==> src/rtl/sdr_consts.svh <==
`ifndef SDR_CONSTS_SVH
`define SDR_CONSTS_SVH

// ----------------------------------------
// Control register fields
// ----------------------------------------
`define SDR_BIT_SLEW_FAST 0
`define SDR_BIT_KEEP_STBY 1
`define SDR_BIT_FREQ 2
`define SDR_BIT_PHASE 3
`define SDR_BIT_PREBIAS 4
`define SDR_MODE_LSB 5
`define SDR_MODE_MSB 6
`define SDR_BIT_ENABLE 7
`define SDR_CTRL_RESET 8'h00
`define SDR_NUM_REGS 4
`define SDR_REG_A_IDX 2'h0
`define SDR_REG_B_IDX 2'h1
`define SDR_REG_C_IDX 2'h2
`define SDR_REG_D_IDX 2'h3

// ----------------------------------------
// Reference DAC (microvolts)
// ----------------------------------------
`define SDR_DAC_RESET 5'h19
`define SDR_DAC_STEP_UV 12500
`define SDR_DAC_BASE_UV 412500
`define SDR_PREBIAS_UV 300000

// ----------------------------------------
// Timing
// ----------------------------------------
`define SDR_CLK_MHZ 125
`define SDR_SS_UV_PER_MS 800000
`define SDR_SLEW_UV_PER_US 3500
// Per-cycle increments in nanovolts (rounded down)
`define SDR_SS_NV_PER_CYC (`SDR_SS_UV_PER_MS / `SDR_CLK_MHZ)
`define SDR_SLEW_NV_PER_CYC ((`SDR_SLEW_UV_PER_US * 1000) / `SDR_CLK_MHZ)

`endif

==> src/rtl/sdr_pkg.sv <==
package sdr_pkg;
	typedef enum logic [1:0] {
		SDR_MODE_SKIP,
		SDR_MODE_PGROUP,
		SDR_MODE_FCCM,
		SDR_MODE_RSVD
	} sdr_mode_t;
	typedef enum logic [1:0] {
		SDR_ST_OFF,
		SDR_ST_WAIT_LOW,
		SDR_ST_SOFT,
		SDR_ST_RUN
	} sdr_state_t;
endpackage : sdr_pkg

==> src/rtl/sdr_channel.sv <==
`timescale 1ns/1ns
`default_nettype none
`include "sdr_consts.svh"

module sdr_channel #(
	parameter bit INVERT_FREQ = 1'b0
) (
	input wire logic clk_i,
	input wire logic srst_i,
	input wire logic ce_i,
	input wire logic [7:0] ctrl_i,
	input wire logic [4:0] dac_code_i,
	input wire logic en_pin_i,
	input wire logic standby_i,
	input wire logic [19:0] vout_uv_i,
	output logic enabled_o,
	output logic soft_start_o,
	output logic [1:0] mode_o,
	output logic slew_fast_o,
	output logic freq_low_o,
	output logic phase2_o,
	output logic [19:0] dac_uv_o,
	output logic [19:0] ref_uv_o
);
	import sdr_pkg::*;

	localparam logic [29:0] SS_STEP = 30'(`SDR_SS_NV_PER_CYC);
	localparam logic [29:0] SL_STEP = 30'(`SDR_SLEW_NV_PER_CYC);

	sdr_state_t st_q;
	logic req;
	logic [29:0] dac_nv_q, ref_nv_q, tgt_nv;
	logic [1:0] mode_field;

	// ----------------------------------------
	// Enable request
	// ----------------------------------------
	always_comb begin
		req = (ctrl_i[`SDR_BIT_ENABLE] | en_pin_i) &
			(~standby_i | ctrl_i[`SDR_BIT_KEEP_STBY]);
		tgt_nv = 30'(dac_code_i) * 30'(`SDR_DAC_STEP_UV * 1000) +
			30'(`SDR_DAC_BASE_UV * 1000);
		mode_field = ctrl_i[`SDR_MODE_MSB:`SDR_MODE_LSB];
	end

	// ----------------------------------------
	// Start-up sequence
	// ----------------------------------------
	always_ff @(posedge clk_i) begin
		if (srst_i) begin
			st_q <= SDR_ST_OFF;
		end else if (ce_i) begin
			case (st_q)
				SDR_ST_OFF: begin
					if (req) begin
						st_q <= ctrl_i[`SDR_BIT_PREBIAS] ? SDR_ST_WAIT_LOW : SDR_ST_SOFT;
					end
				end
				SDR_ST_WAIT_LOW: begin
					if (!req) begin
						st_q <= SDR_ST_OFF;
					end else if (vout_uv_i < 20'(`SDR_PREBIAS_UV)) begin
						st_q <= SDR_ST_SOFT;
					end
				end
				SDR_ST_SOFT: begin
					if (!req) begin
						st_q <= SDR_ST_OFF;
					end else if (ref_nv_q >= dac_nv_q) begin
						st_q <= SDR_ST_RUN;
					end
				end
				SDR_ST_RUN: begin
					if (!req) begin
						st_q <= SDR_ST_OFF;
					end
				end
				default: st_q <= SDR_ST_OFF;
			endcase
		end
	end

	// ----------------------------------------
	// Slewing DAC output
	// ----------------------------------------
	always_ff @(posedge clk_i) begin
		if (srst_i) begin
			dac_nv_q <= 30'(`SDR_DAC_RESET) * 30'(`SDR_DAC_STEP_UV * 1000) +
				30'(`SDR_DAC_BASE_UV * 1000);
		end else if (ce_i) begin
			if (dac_nv_q + SL_STEP <= tgt_nv) begin
				dac_nv_q <= dac_nv_q + SL_STEP;
			end else if (dac_nv_q >= tgt_nv + SL_STEP) begin
				dac_nv_q <= dac_nv_q - SL_STEP;
			end else begin
				dac_nv_q <= tgt_nv;
			end
		end
	end

	// ----------------------------------------
	// Soft-start reference ramp
	// ----------------------------------------
	always_ff @(posedge clk_i) begin
		if (srst_i) begin
			ref_nv_q <= '0;
		end else if (ce_i) begin
			case (st_q)
				SDR_ST_SOFT: ref_nv_q <= (ref_nv_q + SS_STEP >= dac_nv_q) ?
					dac_nv_q : ref_nv_q + SS_STEP;
				SDR_ST_RUN: ref_nv_q <= dac_nv_q;
				default: ref_nv_q <= '0;
			endcase
		end
	end

	// ----------------------------------------
	// Registered outputs
	// ----------------------------------------
	always_ff @(posedge clk_i) begin
		if (srst_i) begin
			enabled_o <= 1'b0;
			soft_start_o <= 1'b0;
			mode_o <= 2'h0;
			slew_fast_o <= 1'b0;
			freq_low_o <= INVERT_FREQ;
			phase2_o <= 1'b0;
			dac_uv_o <= '0;
			ref_uv_o <= '0;
		end else if (ce_i) begin
			enabled_o <= (st_q == SDR_ST_SOFT) || (st_q == SDR_ST_RUN);
			soft_start_o <= (st_q == SDR_ST_SOFT);
			if (st_q != SDR_ST_RUN || mode_field == SDR_MODE_RSVD) begin
				mode_o <= SDR_MODE_SKIP;
			end else begin
				mode_o <= mode_field;
			end
			slew_fast_o <= ctrl_i[`SDR_BIT_SLEW_FAST];
			freq_low_o <= ctrl_i[`SDR_BIT_FREQ] ^ INVERT_FREQ;
			phase2_o <= ctrl_i[`SDR_BIT_PHASE];
			dac_uv_o <= 20'(dac_nv_q / 30'd1000);
			ref_uv_o <= 20'(ref_nv_q / 30'd1000);
		end
	end

	// ----------------------------------------
	// Checks
	// ----------------------------------------
	property p_pin_enable;
		@(posedge clk_i) disable iff (srst_i)
		(ce_i && st_q == SDR_ST_OFF && en_pin_i && !standby_i && !ctrl_i[4])
			|=> (st_q == SDR_ST_SOFT);
	endproperty
	a_pin_enable: assert property (p_pin_enable) else $error("enable not honoured");

	property p_skip_in_soft;
		@(posedge clk_i) disable iff (srst_i)
		(ce_i && st_q == SDR_ST_SOFT) |=> (mode_o == 2'h0);
	endproperty
	a_skip_in_soft: assert property (p_skip_in_soft) else $error("mode not forced");

	property p_prebias;
		@(posedge clk_i) disable iff (srst_i)
		(ce_i && st_q == SDR_ST_WAIT_LOW && vout_uv_i >= 20'(`SDR_PREBIAS_UV))
			|=> (st_q != SDR_ST_SOFT);
	endproperty
	a_prebias: assert property (p_prebias) else $error("started above limit");

	property p_freq;
		@(posedge clk_i) disable iff (srst_i)
		ce_i |=> (freq_low_o == ($past(ctrl_i[2]) ^ INVERT_FREQ));
	endproperty
	a_freq: assert property (p_freq) else $error("frequency select wrong");

	property p_ramp_bound;
		@(posedge clk_i) disable iff (srst_i)
		(ce_i && st_q == SDR_ST_SOFT) |=> (ref_nv_q <= $past(ref_nv_q) + SS_STEP);
	endproperty
	a_ramp_bound: assert property (p_ramp_bound) else $error("ramp too fast");

	property p_dac_slew;
		@(posedge clk_i) disable iff (srst_i)
		ce_i |=> (dac_nv_q <= $past(dac_nv_q) + SL_STEP) &&
			(dac_nv_q + SL_STEP >= $past(dac_nv_q));
	endproperty
	a_dac_slew: assert property (p_dac_slew) else $error("dac stepped");

	property p_rsvd_mode;
		@(posedge clk_i) disable iff (srst_i)
		(ce_i && mode_field == 2'h3) |=> (mode_o == 2'h0);
	endproperty
	a_rsvd_mode: assert property (p_rsvd_mode) else $error("reserved mode used");

	property p_standby;
		@(posedge clk_i) disable iff (srst_i)
		(ce_i && standby_i && !ctrl_i[1]) |=> (st_q == SDR_ST_OFF);
	endproperty
	a_standby: assert property (p_standby) else $error("standby ignored");
endmodule : sdr_channel

`default_nettype wire

==> src/rtl/sdr_top.sv <==
`timescale 1ns/1ns
`default_nettype none
`include "sdr_consts.svh"

// What this block does
// - A regulator runs when its enable bit is set, else it follows its enable pin.
// - Mode field 00 gives pulse-skipping, 01 pulse-group mode and 10 forced continuous.
// - Bit 0 picks the slow default switch edge or, when set, the fast edge.
// - Bit 1 set keeps the regulator running while the device is in standby.
// - Bit 2 picks 2.25MHz when clear and 1.125MHz when set, per regulator.
// - In the termination variant the first regulator's frequency bit is inverted.
// - Bit 3 picks clock phase 1 when clear and phase 2 when set.
// - Bit 4 set lets the regulator start only while its output is below 300mV.
// - Each reference equals the 5-bit code times 12.5mV plus 412.5mV.
// - The reference code resets to 25, a 725mV reference.
// - Enabling ramps the reference from zero to the DAC output at 0.8V/ms.
// - During the ramp the regulator is held in pulse-skipping whatever the mode field.
// - Every control register field resets to zero.
// - A code change slews the DAC output at 3.5mV/us rather than stepping.

module sdr_top #(
	parameter bit TERMINATION_VARIANT = 1'b0,
	parameter int NUM_CH = `SDR_NUM_REGS
) (
	input wire logic clk_i,
	input wire logic srst_i,
	input wire logic ce_i,
	input wire logic wr_en_i,
	input wire logic [1:0] wr_sel_i,
	input wire logic [7:0] wr_data_i,
	input wire logic [1:0] rd_sel_i,
	output logic [7:0] rd_data_o,
	input wire logic [NUM_CH*5-1:0] reference_dac_code_i,
	input wire logic [NUM_CH-1:0] step_down_enable_pin_i,
	input wire logic standby_i,
	input wire logic [NUM_CH*20-1:0] vout_uv_i,
	output logic [NUM_CH-1:0] enabled_o,
	output logic [NUM_CH-1:0] soft_start_o,
	output logic [NUM_CH*2-1:0] mode_o,
	output logic [NUM_CH-1:0] slew_fast_o,
	output logic [NUM_CH-1:0] freq_low_o,
	output logic [NUM_CH-1:0] phase2_o,
	output logic [NUM_CH*20-1:0] dac_uv_o,
	output logic [NUM_CH*20-1:0] ref_uv_o
);
	import sdr_pkg::*;

	// Index 0..3 = step_down_a..d_control
	logic [7:0] ctrl_q [NUM_CH];

	// ----------------------------------------
	// Command registers
	// ----------------------------------------
	always_ff @(posedge clk_i) begin
		if (srst_i) begin
			for (int i = 0; i < NUM_CH; i++) begin
				ctrl_q[i] <= `SDR_CTRL_RESET;
			end
		end else if (ce_i && wr_en_i) begin
			ctrl_q[wr_sel_i] <= wr_data_i;
		end
	end

	always_ff @(posedge clk_i) begin
		if (srst_i) begin
			rd_data_o <= 8'h00;
		end else if (ce_i) begin
			rd_data_o <= ctrl_q[rd_sel_i];
		end
	end

	// ----------------------------------------
	// Regulator channels
	// ----------------------------------------
	for (genvar g = 0; g < NUM_CH; g++) begin : g_ch
		sdr_channel #(
			.INVERT_FREQ((g == 0) && TERMINATION_VARIANT)
		) u_ch (
			.clk_i(clk_i),
			.srst_i(srst_i),
			.ce_i(ce_i),
			.ctrl_i(ctrl_q[g]),
			.dac_code_i(reference_dac_code_i[g*5 +: 5]),
			.en_pin_i(step_down_enable_pin_i[g]),
			.standby_i(standby_i),
			.vout_uv_i(vout_uv_i[g*20 +: 20]),
			.enabled_o(enabled_o[g]),
			.soft_start_o(soft_start_o[g]),
			.mode_o(mode_o[g*2 +: 2]),
			.slew_fast_o(slew_fast_o[g]),
			.freq_low_o(freq_low_o[g]),
			.phase2_o(phase2_o[g]),
			.dac_uv_o(dac_uv_o[g*20 +: 20]),
			.ref_uv_o(ref_uv_o[g*20 +: 20])
		);
	end

	property p_reg_write;
		@(posedge clk_i) disable iff (srst_i)
		(ce_i && wr_en_i) |=> (ctrl_q[$past(wr_sel_i)] == $past(wr_data_i));
	endproperty
	a_reg_write: assert property (p_reg_write) else $error("register write lost");
endmodule : sdr_top

`default_nettype wire
==> config.mk <==
export PLATFORM = sky130hd
export DESIGN_NAME = sdr_top
export DESIGN_NICKNAME = d
export VERILOG_FILES = /design/src/rtl/sdr_pkg.sv /design/src/rtl/sdr_channel.sv /design/src/rtl/sdr_top.sv
export VERILOG_INCLUDE_DIRS = /design/src /design/src/rtl
export SDC_FILE = /design/constraint.sdc
export NUM_CORES = 2
export LEC_CHECK = 0
export ABC_AREA = 1
export BUFFER_PORTS_ARGS = -buffer_cell sky130_fd_sc_hd__buf_2
export CORE_AREA = 2 2 515 517
export DETAILED_ROUTE_END_ITERATION = 16
export DIE_AREA = 0 0 517 519
export HOLD_SLACK_MARGIN = 0.1
export PLACE_DENSITY = 0.48
export SLEW_MARGIN = 25
export SYNTH_ARGS = -nofsm -noshare
export SYNTH_HDL_FRONTEND = slang
export SYNTH_SLANG_ARGS = --single-unit
==> constraint.sdc <==
create_clock -name clk_i -period 11.4 [get_ports clk_i]
set_input_delay 2.28 -clock clk_i [delete_from_list [all_inputs] [get_ports clk_i]]
set_output_delay 2.28 -clock clk_i [all_outputs]
set_load 0.01 [all_outputs]
==> impl_metrics.ini <==
[setup_path]
cpMaxStageDelayCell = sky130_fd_sc_hd__dfxtp_2
cp_data_required_time_ps = 12080
crit_arrival_ps = 12300
timing.critical_path.slowest_cell_delay_ps = 360
reg2reg_from = g_ch[1].u_ch.dac_nv_q[6]$_SDFFE_PP1P_
worst_setup_path_end_kind = flip-flop
crit_fanout = 8
worstRegToRegCells = 101
worst_path_most_repeated_cell = sky130_fd_sc_hd__nand2_4
crit-reg2reg-capture = g_ch[1].u_ch.dac_uv_o[1]$_SDFFE_PP0P_
crit_type = reg -> reg
timing.critical_path.from_type = flip-flop
timing.reg2reg.setup_slack_ps = -220

[sta]
max_slew_margin = 0.302
totalNegativeSetupSlack_ps = -455
max_freq_ghz = 0.0860
period_share = 1.02
tightestPinTransition_ps = 1050
finalSetupViolCount = 3
period_minus_ws_final_ps = 11620
hold_viol_final = 0
timing.hold.ws_ps = 438
setup_repair_after_global_routing_missed_its_margin = true
final.setup_skew_ps = 42.8
final.setup.worst_slack_ps = -222
slew_viol_final = 0

[synth]
yosys_warnings = 0
count_of_mapped_cells_out_of_synthesis = 13100
ys_seq_elements = 440
synth_compound_gate_area_share = 0.170
nets_in_the_synthesized_netlist = 13800
synthArstFlopShare = 0
netlist_area_sq_um = 78400
synth_enable_flop_cells = 32
muxShareOfSynthArea = 0.000128
number_of_different_library_cells_in_the_post_synthesis_netlist = 97
synth_top_family_by_area = simple AND/OR/NAND/NOR gates
synth_xor_area_frac = 0.0695
ys_seq_area_frac = 0.117
synth-adder-area-share = 0.102
simple_gate_fraction_of_synth_area = 0.419
post_synth.cell_area_avg_sq_um = 6.00
ys.flop_type = sky130_fd_sc_hd__dfxtp_1

[global_route]
first_global_vias = 83300
global_route_wire_length_before_repair_microns = 434000
grt_overflow_total = 0
global_route.usage.total = 0.195
grt_antenna_before_repair = 25
pin_count_of_the_biggest_net_entering_global_routing = 124

[placement]
estimated_wirelength_of_the_detail_placed_design_microns = 215000
port_buffers = 296
post_place_setup_slack_ps = -695
place_congestion = 0.872

[route]
postRouteWirelength_microns = 278000
drt-initial-drc-count = 4151
detailroute.via_count = 89800
antenna_viol_nets_final = 0
detailedRoute.firstPassIterationCount = 6
via_per_inst = 4.68
drc_errors = 0
routedWlPerCell_microns = 14.5

[min_path]
hold_path_end = g_ch[3].u_ch.ref_nv_q[4]$_SDFFE_PP0P_
holdCritPathClass = reg -> reg
launch_instance_of_the_worst_min_delay_path = g_ch[3].u_ch.ref_nv_q[4]$_SDFFE_PP0P_
worstHoldPathCells = 2

[die]
floorplan.rows = 189
die_area_sq_um = 268000
floorplan.die.height_microns = 519
core_region_area_sq_um = 263000
chipWidth_microns = 517
boundaryPins = 317
initial_standard_cell_utilization_of_the_core = 0.297

[final_layout]
areaGrowthSynthToFinish_pct = 47.0
drive_above_1_share = 0.393
design.final.nets = 16300
final_core_utilization = 0.437

[clock_network]
tritoncts.num_buffers = 81
clock_sink_count = 440
htree_levels = 3
clockBufferDepth = 4
tritoncts = done
clk_pin_slew_ps = 60
cts_root_buffer = sky130_fd_sc_hd__clkbuf_16
clock_latency_ps = 810

[flow_run]
maxCapViolations = 0

[status]
run_status = complete, but fails checks
violations = setup timing
-- cell usage after synthesis, types with 111 or more instances --
master	count	share of area
sky130_fd_sc_hd__inv_2	241	0.012
sky130_fd_sc_hd__nand2_2	539	0.043
sky130_fd_sc_hd__nand3_1	1040	0.066
sky130_fd_sc_hd__nand2_4	159	0.023
sky130_fd_sc_hd__o21ai_1	177	0.011
sky130_fd_sc_hd__nor3_1	111	0.0071
sky130_fd_sc_hd__a31oi_1	131	0.010
sky130_fd_sc_hd__nor2_2	177	0.014
sky130_fd_sc_hd__ha_1	544	0.087
sky130_fd_sc_hd__nor2_1	1211	0.058
sky130_fd_sc_hd__clkbuf_1	203	0.0097
sky130_fd_sc_hd__xor2_1	547	0.061
sky130_fd_sc_hd__a21oi_1	557	0.036
sky130_fd_sc_hd__inv_1	1692	0.081
sky130_fd_sc_hd__nand4_1	157	0.013
sky130_fd_sc_hd__o211ai_1	165	0.016
sky130_fd_sc_hd__o21ai_0	797	0.051
sky130_fd_sc_hd__nand2_1	3013	0.14
sky130_fd_sc_hd__dfxtp_1	408	0.10
sky130_fd_sc_hd__nand3_2	180	0.023
-- per-stage QoR --
stage	area, sq um	std cells
floorplan	78400	13100
finish	115000	19200
detailed placement	97300	18500
global placement	97300	18500
global route	115000	19200
CTS	105000	18900
-- worst max path at each step --
stage | from | to | slack [ps]
after floorplan | g_ch[1].u_ch.dac_nv_q[5]$_SDFFE_PP0P_ | g_ch[1].u_ch.dac_uv_o[0]$_SDFFE_PP0P_ | 820
after global placement | g_ch[1].u_ch.dac_nv_q[5]$_SDFFE_PP0P_ | g_ch[1].u_ch.dac_uv_o[1]$_SDFFE_PP0P_ | -680
after detailed placement | g_ch[1].u_ch.dac_nv_q[5]$_SDFFE_PP0P_ | g_ch[1].u_ch.dac_uv_o[1]$_SDFFE_PP0P_ | -690
after CTS | g_ch[0].u_ch.dac_nv_q[6]$_SDFFE_PP1P_ | g_ch[0].u_ch.dac_uv_o[0]$_SDFFE_PP0P_ | -90
after global routing | g_ch[1].u_ch.dac_nv_q[6]$_SDFFE_PP1P_ | g_ch[1].u_ch.dac_uv_o[0]$_SDFFE_PP0P_ | -1060
final | g_ch[1].u_ch.dac_nv_q[6]$_SDFFE_PP1P_ | g_ch[1].u_ch.dac_uv_o[1]$_SDFFE_PP0P_ | -220
-- critical path, delay by kind of cell (launching register included) --
kind                       cells  cell delay [ps]
AOI/OAI and AO/OA              8             1290
and+or+nand+nor               71             7370
adders and majority gates      1              160
DFF                            1              360
buffers and inverters         21             2330
-- placed cells by master, fill, tap and decap left out, types with 453 or more instances in the layout --
master	synthesis	final
sky130_fd_sc_hd__xor2_1	547	533
sky130_fd_sc_hd__o21ai_0	797	701
sky130_fd_sc_hd__nor2_1	1211	973
sky130_fd_sc_hd__nand2_4	159	453
sky130_fd_sc_hd__nand2_2	539	849
sky130_fd_sc_hd__nand3_1	1040	691
sky130_fd_sc_hd__ha_1	544	537
sky130_fd_sc_hd__a21oi_1	557	500
sky130_fd_sc_hd__nand2_1	3013	2369
sky130_fd_sc_hd__inv_1	1692	1538
sky130_fd_sc_hd__buf_4	31	2329
-- routing by layer --
metal	wire length, microns	part of all wire	track usage
met2	135000	0.49	0.341
met3	7290	0.026	0.0174
met1	128000	0.46	0.255
met4	7650	0.027	0.0516
met5	52	0.00019	0
-- timing repair --
| item | 4_1_cts | 5_1_grt |
|---|---|---|
| gates resized for setup | 841 | 2085 |
| buffers inserted | 173 | 294 |
| endpoints found under the setup margin | 23 | 37 |
| endpoints found under the hold margin | 0 | 0 |
| pin swaps | 483 | 1123 |
| hold buffers | 0 | 0 |
| gates cloned | 8 | 2 |
-- area by class of cell --
class | instances | area (sq um)
flip-flops and latches | 440 | 9180
clock inverters | 39 | 444
inverters | 1990 | 7810
fillers | 27800 | 148000
diodes | 40 | 100
well taps | 3533 | 4420
multi-input cells | 10300 | 70600
clock buffers | 104 | 2280
repair buffers | 2738 | 20400
-- kinds of logic (layout without fill, tap and decap cells) --
kind of cell,Yosys count,count (layout)
compound gates,2246,2249
xor+xnor,619,619
fa+ha+maj,604,604
buf+inv,2319,4871
flops,440,440
mux,1,1
other cells,0,40
simple gates,6828,6835
-- registers in the layout (all words and copies together) (netlist names), 8 cells and up --
register / count
ctrl_q: 32
g_ch.u_ch.dac_nv_q: 100
g_ch.u_ch.dac_uv_o: 80
g_ch.u_ch.mode_o: 8
g_ch.u_ch.ref_nv_q: 104
g_ch.u_ch.ref_uv_o: 80
g_ch.u_ch.st_q: 8
rd_data_o: 8
Power is left out: the tool's default activity adds up to more than one toggle a clock period on the data nets, which glitch-free logic cannot reach.
